### src/inc/sar_link_pkg.sv
package sar_link_pkg;
   // result word
   localparam int RESULT_BITS = 16;
   localparam int CNT_BITS = 6;
   // conversion time bounds, ns, and clock period
   localparam int CLK_PERIOD_NS = 50;
   localparam int CONV_MIN_NS = 500;
   localparam int CONV_MAX_NS = 1000;
   localparam int CONV_MIN_CYC = (CONV_MIN_NS + CLK_PERIOD_NS - 1) / CLK_PERIOD_NS;
   localparam int CONV_MAX_CYC = CONV_MAX_NS / CLK_PERIOD_NS;
   // host serial clock half period in system cycles
   localparam int SCLK_HALF_CYC = 4;
   // host wait after start before reading, covers the longest conversion
   localparam int HOST_WAIT_CYC = CONV_MAX_CYC + 4;
   // reset values
   localparam logic [RESULT_BITS-1:0] RESULT_RESET = 16'h0000;
   // interface modes
   typedef enum logic [1:0]
   {
      MODE_CS = 2'b00,
      MODE_CHAIN = 2'b01
   } mode_type;
endpackage : sar_link_pkg

### src/inc/sar_link_if.sv
`timescale 1ns/1ps
interface sar_link_if;
   logic convert_start_pin;
   logic din;
   logic sclk;
   logic dout_o;
   logic dout_oe_n;
   logic dout;
   // wire level: pulled high when the converter releases its output
   assign dout = dout_oe_n ? 1'b1 : dout_o;
   modport converter (input convert_start_pin, input din, input sclk,
                      output dout_o, output dout_oe_n);
   modport host (output convert_start_pin, output din, output sclk, input dout);
endinterface : sar_link_if

### src/verilog/sync2.sv
`timescale 1ns/1ps
module sync2
(
   // clock and reset
   input wire logic clk_in,
   input wire logic nrst_in,
   // async level and synchronised copy
   input wire logic d_in,
   output logic q_out
);
   logic meta_q;
   // two-stage synchroniser
   always_ff @(posedge clk_in)
   begin
      if (!nrst_in)
      begin
         meta_q <= 1'b0;
         q_out <= 1'b0;
      end
      else
      begin
         meta_q <= d_in;
         q_out <= meta_q;
      end
   end
endmodule : sync2

### src/verilog/sar_converter.sv
`timescale 1ns/1ps
// What this block does
// - conversion start samples both analog inputs
// - inputs disconnected while converting
// - conversion timed by internal clock
// - reconnect inputs, then enter acquisition
// - acquisition powered down, result kept readable
// - conversion length between minimum and maximum
// - serial clock only shifts result out
// - host reads only after conversion completes
// - result is two's complement
// - code span is two reference volts
// - data input high at start: chip-select
// - data input low at start: daisy chain
// - busy indicator bit precedes result
// - six variants, with or without busy
// - daisy chain shifts through like register
// - four-wire start independent of read
// - no reference charge during acquisition
// - start edge releases output, begins conversion
// - lower bits on falling edges, msb first
// - chip-select: release after sixteenth fall (seventeenth with busy) or deselect
module sar_converter
   import sar_link_pkg::*;
(
   // clock and reset
   input wire logic CLK_IN,
   input wire logic NRST_IN,
   // link
   sar_link_if.converter LINK,
   // analog inputs, already digitised as signed samples
   input wire logic signed [sar_link_pkg::RESULT_BITS-1:0] POSITIVE_ANALOG_INPUT_IN,
   input wire logic signed [sar_link_pkg::RESULT_BITS-1:0] NEGATIVE_ANALOG_INPUT_IN,
   // conversion length select within bounds
   input wire logic [3:0] CONV_TRIM_IN,
   // status
   output logic CONVERTING_OUT,
   output logic INPUTS_CONNECTED_OUT,
   output logic REF_SWITCHING_OUT,
   output logic POWERED_DOWN_OUT,
   output sar_link_pkg::mode_type MODE_OUT
);
   import sar_link_pkg::*;

   typedef enum logic [1:0]
   {
      ST_ACQ = 2'b00,
      ST_CONV = 2'b01,
      ST_DONE = 2'b10
   } state_type;

   logic cs_s, din_s, sclk_s;
   logic cs_d1_q, din_d1_q, sclk_d1_q;
   logic cs_rise, cs_fall, din_rise, din_fall, sclk_fall;
   state_type state_q;
   logic [CNT_BITS-1:0] conv_cnt_q;
   logic [CNT_BITS-1:0] conv_len_q;
   logic signed [RESULT_BITS-1:0] samp_p_q, samp_n_q;
   logic [RESULT_BITS:0] shift_q;
   logic [CNT_BITS-1:0] bit_cnt_q;
   logic busy_q, mode_chain_q;
   logic oe_n_q, sel_q;
   logic signed [RESULT_BITS:0] diff;
   logic [RESULT_BITS-1:0] code;
   logic cs_sel, deselect, select;

   // synchronise link pins into the system clock
   sync2 u_cs (.clk_in(CLK_IN), .nrst_in(NRST_IN), .d_in(LINK.convert_start_pin), .q_out(cs_s));
   sync2 u_din (.clk_in(CLK_IN), .nrst_in(NRST_IN), .d_in(LINK.din), .q_out(din_s));
   sync2 u_sclk (.clk_in(CLK_IN), .nrst_in(NRST_IN), .d_in(LINK.sclk), .q_out(sclk_s));

   // edge history
   always_ff @(posedge CLK_IN)
   begin
      if (!NRST_IN)
      begin
         // match the synchronisers' reset level: no false edge at release
         cs_d1_q <= 1'b0;
         din_d1_q <= 1'b0;
         sclk_d1_q <= 1'b0;
      end
      else
      begin
         cs_d1_q <= cs_s;
         din_d1_q <= din_s;
         sclk_d1_q <= sclk_s;
      end
   end

   assign cs_rise = cs_s & ~cs_d1_q;
   assign cs_fall = ~cs_s & cs_d1_q;
   assign din_rise = din_s & ~din_d1_q;
   assign din_fall = ~din_s & din_d1_q;
   assign sclk_fall = ~sclk_s & sclk_d1_q;

   // chip select level: start pin in three-wire, data input in four-wire
   assign cs_sel = cs_s & din_s;
   assign select = !mode_chain_q && (cs_fall || (din_fall && cs_s));
   assign deselect = !mode_chain_q && (cs_rise || (din_rise && cs_s));

   // conversion sequencer on the internal clock
   always_ff @(posedge CLK_IN)
   begin
      if (!NRST_IN)
      begin
         state_q <= ST_ACQ;
         conv_cnt_q <= '0;
         conv_len_q <= CNT_BITS'(CONV_MIN_CYC);
         mode_chain_q <= 1'b0;
      end
      else
      begin
         case (state_q)
            ST_ACQ:
            begin
               if (cs_rise)
               begin
                  state_q <= ST_CONV;
                  conv_cnt_q <= '0;
                  mode_chain_q <= ~din_s;
                  if (CONV_TRIM_IN > 4'(CONV_MAX_CYC - CONV_MIN_CYC))
                     conv_len_q <= CNT_BITS'(CONV_MAX_CYC);
                  else
                     conv_len_q <= CNT_BITS'(CONV_MIN_CYC) + CNT_BITS'(CONV_TRIM_IN);
               end
            end
            ST_CONV:
            begin
               conv_cnt_q <= conv_cnt_q + 1'b1;
               if (conv_cnt_q + 1'b1 >= conv_len_q)
                  state_q <= ST_DONE;
            end
            ST_DONE:
               state_q <= ST_ACQ;
            default:
               state_q <= ST_ACQ;
         endcase
      end
   end

   // input sampling at the start edge
   always_ff @(posedge CLK_IN)
   begin
      if (!NRST_IN)
      begin
         samp_p_q <= '0;
         samp_n_q <= '0;
      end
      else if (state_q == ST_ACQ && cs_rise)
      begin
         samp_p_q <= POSITIVE_ANALOG_INPUT_IN;
         samp_n_q <= NEGATIVE_ANALOG_INPUT_IN;
      end
   end

   // signed difference halved: span of two reference volts
   assign diff = (RESULT_BITS+1)'(samp_p_q) - (RESULT_BITS+1)'(samp_n_q);
   assign code = diff[RESULT_BITS:1];

   // output shift register and busy bit
   always_ff @(posedge CLK_IN)
   begin
      if (!NRST_IN)
      begin
         shift_q <= {1'b1, RESULT_RESET};
         bit_cnt_q <= '0;
         busy_q <= 1'b0;
      end
      else if (state_q == ST_CONV && conv_cnt_q + 1'b1 >= conv_len_q)
      begin
         // busy when select is low at end of conversion
         busy_q <= mode_chain_q ? ~cs_s : ~cs_sel;
         shift_q <= {1'b0, code};
         bit_cnt_q <= '0;
      end
      else if (state_q == ST_ACQ && sel_q && sclk_fall)
      begin
         // daisy chain feeds the upstream bit in at the bottom
         shift_q <= {shift_q[RESULT_BITS-1:0], mode_chain_q ? din_s : 1'b0};
         bit_cnt_q <= bit_cnt_q + 1'b1;
      end
   end

   // output drive: released at start, enabled on select or busy
   always_ff @(posedge CLK_IN)
   begin
      if (!NRST_IN)
      begin
         oe_n_q <= 1'b1;
         sel_q <= 1'b0;
      end
      else if (state_q != ST_ACQ)
      begin
         oe_n_q <= 1'b1;
         sel_q <= 1'b0;
         if (state_q == ST_DONE && busy_q)
         begin
            oe_n_q <= 1'b0; // busy indicator drives low
            sel_q <= 1'b1;
         end
      end
      else if (deselect || cs_rise)
      begin
         // any start edge releases, in chain mode too
         oe_n_q <= 1'b1;
         sel_q <= 1'b0;
      end
      else if (sel_q && sclk_fall &&
               bit_cnt_q == CNT_BITS'(busy_q ? RESULT_BITS : RESULT_BITS - 1))
      begin
         oe_n_q <= mode_chain_q ? 1'b0 : 1'b1;
         sel_q <= mode_chain_q;
      end
      else if (select || (mode_chain_q && !cs_s && !sel_q && bit_cnt_q == '0))
      begin
         oe_n_q <= 1'b0;
         sel_q <= 1'b1;
      end
   end

   // msb first, or the busy bit ahead of it
   assign LINK.dout_o = busy_q ? shift_q[RESULT_BITS] : shift_q[RESULT_BITS-1];
   assign LINK.dout_oe_n = oe_n_q;

   // status: powered down and no reference switching in acquisition
   assign CONVERTING_OUT = (state_q == ST_CONV);
   assign INPUTS_CONNECTED_OUT = (state_q != ST_CONV);
   assign REF_SWITCHING_OUT = (state_q == ST_CONV);
   assign POWERED_DOWN_OUT = (state_q == ST_ACQ);
   assign MODE_OUT = mode_chain_q ? MODE_CHAIN : MODE_CS;
endmodule : sar_converter

### src/flat_wrapper.sv
// flat-port wrapper written by rule: the top's interface ports become plain ports
module sar_converter_flat import sar_link_pkg::*;
  (CLK_IN, NRST_IN, POSITIVE_ANALOG_INPUT_IN, NEGATIVE_ANALOG_INPUT_IN, CONV_TRIM_IN, CONVERTING_OUT, INPUTS_CONNECTED_OUT, REF_SWITCHING_OUT, POWERED_DOWN_OUT, MODE_OUT, LINK_convert_start_pin, LINK_din, LINK_sclk, LINK_dout_o, LINK_dout_oe_n);
  sar_link_if LINK_i ();
  input wire logic CLK_IN;
  input wire logic NRST_IN;
  input wire logic signed [sar_link_pkg::RESULT_BITS-1:0] POSITIVE_ANALOG_INPUT_IN;
  input wire logic signed [sar_link_pkg::RESULT_BITS-1:0] NEGATIVE_ANALOG_INPUT_IN;
  input wire logic [3:0] CONV_TRIM_IN;
  output logic CONVERTING_OUT;
  output logic INPUTS_CONNECTED_OUT;
  output logic REF_SWITCHING_OUT;
  output logic POWERED_DOWN_OUT;
  output sar_link_pkg::mode_type MODE_OUT;
  input wire logic [$bits(LINK_i.convert_start_pin)-1:0] LINK_convert_start_pin;
  input wire logic [$bits(LINK_i.din)-1:0] LINK_din;
  input wire logic [$bits(LINK_i.sclk)-1:0] LINK_sclk;
  output wire logic [$bits(LINK_i.dout_o)-1:0] LINK_dout_o;
  output wire logic [$bits(LINK_i.dout_oe_n)-1:0] LINK_dout_oe_n;
  assign LINK_i.convert_start_pin = LINK_convert_start_pin;
  assign LINK_i.din = LINK_din;
  assign LINK_i.sclk = LINK_sclk;
  assign LINK_dout_o = LINK_i.dout_o;
  assign LINK_dout_oe_n = LINK_i.dout_oe_n;
  sar_converter u_core (.CLK_IN(CLK_IN), .NRST_IN(NRST_IN), .LINK(LINK_i), .POSITIVE_ANALOG_INPUT_IN(POSITIVE_ANALOG_INPUT_IN), .NEGATIVE_ANALOG_INPUT_IN(NEGATIVE_ANALOG_INPUT_IN), .CONV_TRIM_IN(CONV_TRIM_IN), .CONVERTING_OUT(CONVERTING_OUT), .INPUTS_CONNECTED_OUT(INPUTS_CONNECTED_OUT), .REF_SWITCHING_OUT(REF_SWITCHING_OUT), .POWERED_DOWN_OUT(POWERED_DOWN_OUT), .MODE_OUT(MODE_OUT));
endmodule
### config.mk
export PLATFORM = sky130hd
export DESIGN_NAME = sar_converter_flat
export DESIGN_NICKNAME = d
export VERILOG_FILES = /design/src/inc/sar_link_pkg.sv /design/src/inc/sar_link_if.sv /design/src/verilog/sync2.sv /design/src/verilog/sar_converter.sv /design/src/flat_wrapper.sv
export SDC_FILE = /design/constraint.sdc
export NUM_CORES = 1
export LEC_CHECK = 0
export ABC_AREA = 1
export BUFFER_PORTS_ARGS = -buffer_cell sky130_fd_sc_hd__buf_2
export CAP_MARGIN = 20
export CORE_MARGIN = 5
export CORE_UTILIZATION = 55
export CTS_BUF_LIST = sky130_fd_sc_hd__clkbuf_4 sky130_fd_sc_hd__clkbuf_8
export DETAILED_ROUTE_END_ITERATION = 8
export PLACE_DENSITY = 0.78
export SLEW_MARGIN = 20
export SYNTH_ARGS = -nofsm -noshare
export SYNTH_HDL_FRONTEND = slang
export SYNTH_HIERARCHICAL = 1
export SYNTH_SLANG_ARGS = --single-unit
### constraint.sdc
create_clock -name CLK_IN -period 1.88 [get_ports CLK_IN]
set_input_delay 0.376 -clock CLK_IN [delete_from_list [all_inputs] [get_ports CLK_IN]]
set_output_delay 0.376 -clock CLK_IN [all_outputs]
set_load 0.02 [all_outputs]
==> results of run 1 <==
## layer usage
layer  global-route usage (%)  routed length (um)  share of wire [%]  vias to the layer above
met5                        0                   0                  0                        -
met1                     25.8                4610                 44                     2030
li1                         -                   -                  -                     2262
met3                     3.53                 472                4.5                       19
met2                     37.9                5220                 50                      113
met4                     8.91                 235                2.2                        0
## flip-flops by register name (all words and copies together), names as in the netlist, 2 cells and up
| name | cells |
|---|---|
| u_core/bit_cnt_q | 6 |
| u_core/conv_cnt_q | 6 |
| u_core/conv_len_q | 5 |
| u_core/samp_n_q | 16 |
| u_core/samp_p_q | 16 |
| u_core/shift_q | 17 |
| u_core/state_q | 2 |
## layout by cell type (no fill, tap or decap), types with 5 or more instances in the layout
| cell type | instances |
|---|---|
| buf_4 | 18 |
| inv_1 | 102 |
| o21ai_0 | 44 |
| a21oi_1 | 48 |
| buf_2 | 47 |
| clkbuf_8 | 11 |
| dfxtp_1 | 79 |
| nor2_2 | 7 |
| nor3_1 | 6 |
| buf_6 | 5 |
| nor2_1 | 50 |
| nand4_1 | 6 |
| a21oi_2 | 7 |
| xnor2_1 | 5 |
| ha_1 | 21 |
| nand2_1 | 172 |
| nand2_4 | 5 |
| nand2_2 | 21 |
| nand3_1 | 50 |
## worst min-delay path: cells and delay by family
kind	cells	cell delay [ps]
buf+inv	2	110
simple gates	1	40
## kinds of logic (layout without fill, tap and decap cells)
kind of cell,after synthesis,count (layout),share of synthesized area [%]
AO/OA/AOI/OAI,106,106,12.1
XOR/XNOR,12,12,2.50
adder cells (fa/ha/maj),25,25,7.12
buffers and inverters,131,193,11.6
flip-flops,81,81,36.0
other,1,1,0.0833
AND/OR/NAND/NOR,327,328,30.6
## power by group through the flow
| stage | clock, mW | combinational (mW) | sequential (mW) |
|---|---|---|---|
| 6_report | 1.35 | 0.844 | 1.81 |
| 5_1_grt | 1.45 | 0.969 | 1.81 |
| 4_1_cts | 1.37 | 0.822 | 1.81 |
| 3_5_place_dp | 0 | 0.809 | 1.85 |
| 3_3_place_gp | 0 | 0.791 | 1.84 |
| 2_1_floorplan | 0 | 0.596 | 1.84 |
## stage by stage
stage          area [um^2]  power (mW)
3_5_place_dp          4920        2.65
2_1_floorplan         4500        2.44
6_report              5400        4.00
3_3_place_gp          4920        2.63
4_1_cts               5190        4.00
5_1_grt               5400        4.24
## cell type report
class                      count  share of cell area (%)
multi-input combinational    472                    47.2
timing repair buffer          73                    9.02
sequential                    81                    30.1
tap                          105                    2.44
clock inverter                 5                    1.14
inverter                     104                    7.24
clock buffer                  11                    2.81
## worst paths after layout
check	cells after the start	start	endpoint	slack, ps
setup / recovery	12	u_core/conv_cnt_q[0]	u_core/shift_q[8]	-70
hold / removal	3	LINK_sclk	u_core/u_sclk/meta_q	190
setup reg to reg	12	u_core/conv_cnt_q[0]	u_core/shift_q[8]	-70
hold reg to reg	2	u_core/u_cs/meta_q	u_core/u_cs/q_out	400
## what timing repair did
| item | in CTS | in global routing |
|---|---|---|
| pin swaps | 0 | 4 |
| gates resized for setup | 10 | 43 |
| gates cloned | 0 | 3 |
| buffers inserted | 1 | 0 |
| endpoints found under the setup margin | 23 | 25 |
==> metrics, run 1 <==
Final Non-Filler Cells=~850; final worst path period share=104%; main flop type after synthesis=dfxtp_1; initial antenna violation count=0; final worst slack=-66.4 ps; GRT Total Usage=21.5%; CP Capture Type=flip-flop; fillers=~710; final max-slew violation count=0; DIE AREA=10100 um^2; ANT cells=0; drt total wl=between 10000 and 15000 um; P_int=2.78 mW; CP max stage delay=380 ps; Clk pwr share=33.8%; Initial DRC Count=203; Inst Count DP=between 800 and 900; Hold Path Class=in -> reg; synthesized flop and latch total=81; IO Port Bufs=47; final core area utilization=66.7%; FMAX=between 0.5 and 0.6 GHz; Max IR drop VDD=508 uV; endpoints failing setup=16; die height=100 um; Num CTS Buffers=9; Power Density=742 nW/um^2; warnings from Yosys=6; Total Nets Final=807; post-detailed-route count of antenna-violating nets=0; Setup CP Type=reg -> reg; headroom to the max-slew limit=64.2%; clk sink count=81; CTS hold repair buffers=0; drc violations=0; Worst Tran Pin Value=about 530 ps; First-pass DRT Iterations=5; post-synthesis cell area=around 4500 um^2; CTS tree=yes; outcome=finished with violations; critical path required time=2150 ps; layout cells sized above 1=19.2%; synthesized net count=749; most frequent cells after synthesis=nand2_1, inv_1, dfxtp_1; drt wl/cell=12.4 um; via count=4424; FP Rows=33; failing checks=setup timing; Final Hold Viols=0; EDFF count, synth=0; crit-path cells=buf_6 > nand3_2 > xor2_2 > ha_1 > nand2_1 > nand2_1 > nand2_2 > nand2_4 > nand2_8 > buf_12 > nand3_1 > a21oi_2; Static Leak=2.65 nW; Max Clock Skew=13.2 ps; Net Sw Frac=about 30%; first-pass GRT wire length=around 18000 um; Slowest cell on crit path=dfxtp_4; Mean Syn Cell Area=6.59 um^2; Area contributors post-synth=dfxtp_1, nand2_1, inv_1; largest net degree at the start of global routing=50; CTS Buffer Depth=2; setup_tns=-446 ps; sw power=1.22 mW; via/cell ratio=5.20; sequential fraction of design power=45.1%; clock root cell=clkbuf_8; Crit Path Max Fanout=10; Final min period=slightly below 2000 ps; Worst-path clk slew=90 ps; sequential cell area=1630 um^2; count leader, synth=nand2_1; core area=8090 um^2; width of the die=~100 um; cell count after synthesis=slightly below 700; most used cell along the critical path=nand2_1; RSZ-0062 raised after global routing=yes; sequential share of the synthesized area=36.0%; pre-CTS setup slack=-98.5 ps; H-tree Lvls=3; Yosys top cell area share=about 36%; gpl congestion=0.910; clock latency on the worst-skew pair=360 ps; Comb pwr share=a little over a fifth; vias in the first global route=4227; multi-input logic area=2550 um^2; Hold Worst Slack=188 ps; Synth async-reset ratio=0%; Top Ports=49; DP Wirelength=7450 um; CP delay by family, top=simple AND/OR/NAND/NOR gates; Layout Area Growth over Synthesis=19.9%; crit start category=flip-flop; Yosys top cell by area=dfxtp_1; starting density of the core=between 50% and 60%; grt total ovfl=0; Max-Cap Viols=0; crit path buf inv count=2; CP Data Arrival Time=between 2000 and 2500 ps; number of distinct library cells after synthesis=34
Power figures use the tool's default switching activity.
==> run 2, diff against run 1 <==
--- a/config.mk
+++ b/config.mk
@@ -5,11 +5,11 @@
 export SDC_FILE = /design/constraint.sdc
 export NUM_CORES = 1
 export LEC_CHECK = 0
-export ABC_AREA = 1
+export ABC_CLOCK_PERIOD_IN_PS = 1880
 export BUFFER_PORTS_ARGS = -buffer_cell sky130_fd_sc_hd__buf_2
 export CAP_MARGIN = 20
 export CORE_MARGIN = 5
-export CORE_UTILIZATION = 55
+export CORE_UTILIZATION = 54
 export CTS_BUF_LIST = sky130_fd_sc_hd__clkbuf_4 sky130_fd_sc_hd__clkbuf_8
 export DETAILED_ROUTE_END_ITERATION = 8
 export PLACE_DENSITY = 0.78
==> run 2 against run 1 <==
Net effect:
- the flow still finishes with violations (setup timing)
- setup slack lost 310 ps
- first-iteration DRC count grew 9.4%
- non-clock buffer count grew 37
- critical path type unchanged
==> metrics, run 2 <==
outcome=finished with violations; failing checks=setup timing; main flop type after synthesis=dfxtp_1; Yosys top cell by area=dfxtp_1; drt total wl=10600 um; FMAX=0.443 GHz; ANT cells=0; final max-slew violation count=0; CP Capture Type=flip-flop; grt total ovfl=0; commonest non-fill, non-tap cells in the layout=nand2_1, dfxtp_1, buf_4, buf_2, a21oi_1; clock root cell=clkbuf_8; post-synthesis cell area=4120 um^2; via count=3932; Net Sw Frac=28.4%; starting density of the core=56.2%; Max-Cap Viols=0; largest net degree at the start of global routing=39; DIE AREA=9470 um^2; drc violations=0; Clk pwr share=30.8%; largest registers=u_core/shift_q: 17 flops, u_core/samp_n_q: 16 flops, u_core/samp_p_q: 16 flops; endpoints failing setup=25; max reg flops=17; drt wl/cell=14.8 um; worst setup path start=u_core/samp_n_q[9]; IO Port Bufs=47; Final min period=2260 ps; First-pass DRT Iterations=4; Final Non-Filler Cells=717; sequential share of the synthesized area=between 30% and 40%; Static Leak=2.26 nW; FP Rows=31; sw power=1.04 mW; cell count after synthesis=~520; multi-input logic area=2730 um^2; Initial DRC Count=between 200 and 250; Layout Area Growth over Synthesis=34.8%; clk sink count=approximately 80; synthesized net count=585; final worst path period share=120%; Hold Worst Slack=between 200 and 250 ps; gpl congestion=0.870; EDFF count, synth=0; Reg-to-Reg Start=u_core/samp_n_q[9]; worst-case reg-to-reg path depth=8; flop-to-flop setup slack=-380 ps; width of the die=97.3 um; Max Clock Skew=12.3 ps; Yosys top cell area share=39.4%; Top Ports=slightly below 50; warnings from Yosys=6; sequential fraction of design power=49.0%; most common cell after layout, fill and taps aside=nand2_1; Area contributors post-synth=dfxtp_1, nand2_1, ha_1; count leader, synth=nand2_1; pre-CTS setup slack=-383 ps; hold_sp=LINK_din; Comb pwr share=20.2%; CTS hold repair buffers=0; Final Hold Viols=0; CTS tree=yes; layout cells sized above 1=around a third; headroom to the max-slew limit=62.4%; synthesized flop and latch total=81; worst r2r dst=u_core/shift_q[15]; Total Nets Final=679; first-pass GRT wire length=17200 um; GRT Total Usage=between 20% and 30%; Crit Path Max Fanout=3; post-detailed-route count of antenna-violating nets=0; die height=just under 100 um; Hold Path Class=in -> reg; critical path required time=2150 ps; CTS Buffer Depth=2; fillers=498; Setup crit end=u_core/shift_q[15]; CP Data Arrival Time=2530 ps; Mean Syn Cell Area=~7.9 um^2; crit start category=flip-flop; via/cell ratio=roughly 5.5; Inst Count DP=just under 700; P_int=~2.6 mW; RSZ-0062 raised after global routing=yes; post-route cell area=around 5500 um^2; vias in the first global route=3739; Num CTS Buffers=9; H-tree Lvls=3; number of distinct library cells after synthesis=54; DP Wirelength=7140 um; final worst slack=-378 ps; Min-Delay Path Depth=2; Synth async-reset ratio=0%; Worst Tran Pin Value=564 ps; Setup CP Type=reg -> reg; Power Density=roughly 660 nW/um^2; initial antenna violation count=0; sequential cell area=between 1500 and 2000 um^2; Post-DP Area=4950 um^2; Worst-path clk slew=about 80 ps; clock latency on the worst-skew pair=340 ps; Max IR drop VDD=~470 uV; most frequent cells after synthesis=nand2_1, dfxtp_1, a21oi_1; core area=7330 um^2; Top reg by flops=u_core/shift_q
-- run 2: how the worst min path moves through the flow --
stage | end | slack, ps
after CTS | u_core/u_cs/meta_q | 220
after detailed placement | u_core/u_sclk/q_out | 410
after global placement | u_core/u_sclk/q_out | 410
final | u_core/u_din/meta_q | 240
after global routing | u_core/u_sclk/meta_q | 230
after floorplan | u_core/u_cs/q_out | 410
-- run 2: logic make-up after synthesis --
group	after synthesis	synth area share, %
flip-flops	81	39.4
XOR/XNOR	18	3.83
AND/OR/NAND/NOR	219	24.7
adder cells (fa/ha/maj)	25	7.78
buffers and inverters	55	5.41
other	1	0.0911
multiplexers	3	0.790
AO/OA/AOI/OAI	117	18.1
-- run 2: final cells by class --
type,instances,area share (%)
well taps,99,2.23
clock inverters,5,0.586
clock buffers,11,2.50
multi-input cells,383,49.2
repair buffers,110,14.1
inverters,28,1.89
flip-flops and latches,81,29.5
-- run 2: repair_timing --
item | 4_1_cts | 5_1_grt
setup buffers | 5 | 7
pin swaps | 21 | 19
gates resized for setup | 36 | 35
endpoints found under the setup margin | 28 | 27
-- run 2: power by group through the flow --
stage,clock (mW),combinational [mW],sequential (mW)
3_5_place_dp,0,0.650,1.83
6_report,1.12,0.738,1.79
5_1_grt,1.23,0.799,1.79
3_3_place_gp,0,0.632,1.83
4_1_cts,1.14,0.696,1.79
2_1_floorplan,0,0.415,1.83
-- run 2: metrics by stage --
stage	total power [mW]	utilization (%)	setup TNS, ps
finish	3.65	75.7	-6260
CTS	3.63	72.7	-5530
detailed placement	2.48	67.5	-6430
global placement	2.46	67.5	-4440
global route	3.82	75.7	-8180
floorplan	2.24	-	-5280
-- run 2: critical path, cell delays in order, from the launching register on --
cell,delay [ps]
dfxtp_2,340
inv_2,50
ha_4,220
a21o_1,180
a221o_2,370
or2_0,200
a221o_1,340
a2111o_1,370
a31oi_1,120
-- run 2: layer usage --
layer | GRT usage [%] | vias up | part of all wire [%]
met5 | 0 | - | 0
met4 | 4.90 | 0 | 0.77
met3 | 5.24 | 7 | 4.4
met2 | 36.1 | 89 | 51
met1 | 27.9 | 1864 | 44
li1 | - | 1972 | -
==> run 3, diff against run 2 <==
--- a/config.mk
+++ b/config.mk
@@ -8,11 +8,13 @@
 export ABC_CLOCK_PERIOD_IN_PS = 1880
 export BUFFER_PORTS_ARGS = -buffer_cell sky130_fd_sc_hd__buf_2
 export CAP_MARGIN = 20
+export CELL_PAD_IN_SITES_DETAIL_PLACEMENT = 0
+export CELL_PAD_IN_SITES_GLOBAL_PLACEMENT = 1
 export CORE_MARGIN = 5
-export CORE_UTILIZATION = 54
+export CORE_UTILIZATION = 40
 export CTS_BUF_LIST = sky130_fd_sc_hd__clkbuf_4 sky130_fd_sc_hd__clkbuf_8
 export DETAILED_ROUTE_END_ITERATION = 8
-export PLACE_DENSITY = 0.78
+export PLACE_DENSITY_LB_ADDON = 0.1
 export SLEW_MARGIN = 20
 export SYNTH_ARGS = -nofsm -noshare
 export SYNTH_HDL_FRONTEND = slang
==> run 3 against run 2 <==
Net effect:
- highest routed layer unchanged
- routed wire length up 0.42%
- final cell count up 5.9%
- clock power up 42%
- the flow still finishes with violations (setup timing)
- combinational power up 4.7%
- flip-flop and latch count unchanged
- first-iteration DRC count down 43%
- clock skew down 2.3 ps
- via count down 2.5%
==> metrics, run 3 (synthesis results as in run 2) <==
outcome=finished with violations; failing checks=setup timing; drc violations=0; Final min period=2270 ps; FP Rows=37; post-detailed-route count of antenna-violating nets=0; clk sink count=slightly above 80; RSZ-0062 raised after global routing=yes; final core area utilization=56.5%; Final Hold Viols=0; Max IR drop VDD=roughly 470 uV; Max-Cap Viols=0; GRT Total Usage=17.4%; via count=between 3000 and 4000; Num CTS Buffers=9; Setup CP Type=reg -> reg; Max Clock Skew=9.96 ps; H-tree Lvls=3; final max-slew violation count=0; width of the die=111 um; CP Data Arrival Time=~2500 ps; sw power=~1.1 mW; largest net degree at the start of global routing=32; critical path required time=2150 ps; Clk pwr share=38.3%; Comb pwr share=18.6%; grt total ovfl=0; Initial DRC Count=~130; sequential fraction of design power=43.2%; vias in the first global route=3760; P_int=3.07 mW; worst-case reg-to-reg path depth=8; final worst path period share=121%; final worst slack=-387 ps; Hold Worst Slack=220 ps; FMAX=0.441 GHz; clock root cell=clkbuf_8; crit start category=flip-flop; Hold Path Class=in -> reg; CP Capture Type=flip-flop; endpoints failing setup=25; most common cell after layout, fill and taps aside=nand2_1; Top reg by flops=u_core/shift_q; Layout Area Growth over Synthesis=39.9%; first-pass GRT wire length=between 15000 and 20000 um; initial antenna violation count=0; Static Leak=~2.3 nW; CTS tree=yes; fillers=984; Net Sw Frac=26.1%; starting density of the core=40.4%; Power Density=723 nW/um^2; max reg flops=17; gpl congestion=0.761; die height=111 um; drt total wl=10600 um; ANT cells=0; setup_tns=-5250 ps; First-pass DRT Iterations=4; DIE AREA=12400 um^2; Total Power=4.16 mW; pre-CTS setup slack=-420 ps; drt wl/cell=14.0 um; layout cells sized above 1=a little over a third; Crit Path Max Fanout=3; core area=10200 um^2; CTS Buffer Depth=2; clock latency on the worst-skew pair=between 300 and 400 ps; Total Nets Final=approximately 680; commonest non-fill, non-tap cells in the layout=nand2_1, dfxtp_1, buf_4, buf_2, a21oi_1; Top Ports=49; Worst-path clk slew=90 ps; Min-Delay Path Depth=2; IO Port Bufs=47; DP Wirelength=7250 um; largest registers=u_core/shift_q: 17 flops, u_core/samp_n_q: 16 flops, u_core/samp_p_q: 16 flops; via/cell ratio=5.05
run 3: cell count changes in the layout (fill, tap and decap cells not counted), sizes merged:
cell | previous run | this run
buf | 110 | 115
bufinv | 0 | 3
clkinv | 2 | 1
clkinvlp | 3 | 1
run 3: path summary, 6_finish.rpt:
path | start | slack [ps] | to
setup / recovery | u_core/samp_n_q[9] | -390 | u_core/shift_q[12]
hold / removal | LINK_din | 220 | u_core/u_din/meta_q
setup reg to reg | u_core/samp_n_q[9] | -390 | u_core/shift_q[12]
hold reg to reg | u_core/u_sclk/meta_q | 430 | u_core/u_sclk/q_out
run 3: layout make-up:
cell class	instances	area, um^2	area share [%]
clock buffer	11	145	2.52
multi-input combinational	383	2760	47.8
clock inverter	5	103	1.78
sequential	81	1640	28.5
timing repair buffer	115	837	14.5
tap	136	170	2.96
inverter	28	105	1.83
run 3: critical path: stages (launching register included):
cell	delay [ps]
dfxtp_2	340
inv_2	40
ha_4	220
a21o_1	170
a221o_2	380
and3_4	190
a2111oi_4	290
mux2_4	340
a311oi_2	200
run 3: per-layer routing:
layer	vias up	share of wire [%]	routed length (um)	track usage, %
li1	1981	-	-	-
met1	1786	48	5060	22.5
met2	53	48	5120	29.2
met3	13	2.8	301	3.10
met4	0	1.5	157	6.41
met5	-	0	0	0
run 3: metrics by stage:
step / area, um^2 / instances
3_3_place_gp: 5030 / 732
6_report: 5760 / 759
2_1_floorplan: 4290 / 519
5_1_grt: 5760 / 759
4_1_cts: 5690 / 757
3_5_place_dp: 5030 / 732
run 3: what timing repair did:
action | CTS | global route
gates cloned | 2 | 0
pin swaps | 35 | 7
buffers inserted | 8 | 3
endpoints found under the setup margin | 25 | 27
gates resized for setup | 71 | 14
hold buffers | 0 | 0
run 3: power groups by stage:
stage | Sequential (mW) | Combinational (mW) | Clock (mW)
after floorplan | 1.83 | 0.415 | 0
after global placement | 1.83 | 0.669 | 0
after detailed placement | 1.83 | 0.677 | 0
after CTS | 1.80 | 0.763 | 1.63
after global routing | 1.80 | 0.851 | 1.69
final | 1.80 | 0.773 | 1.59
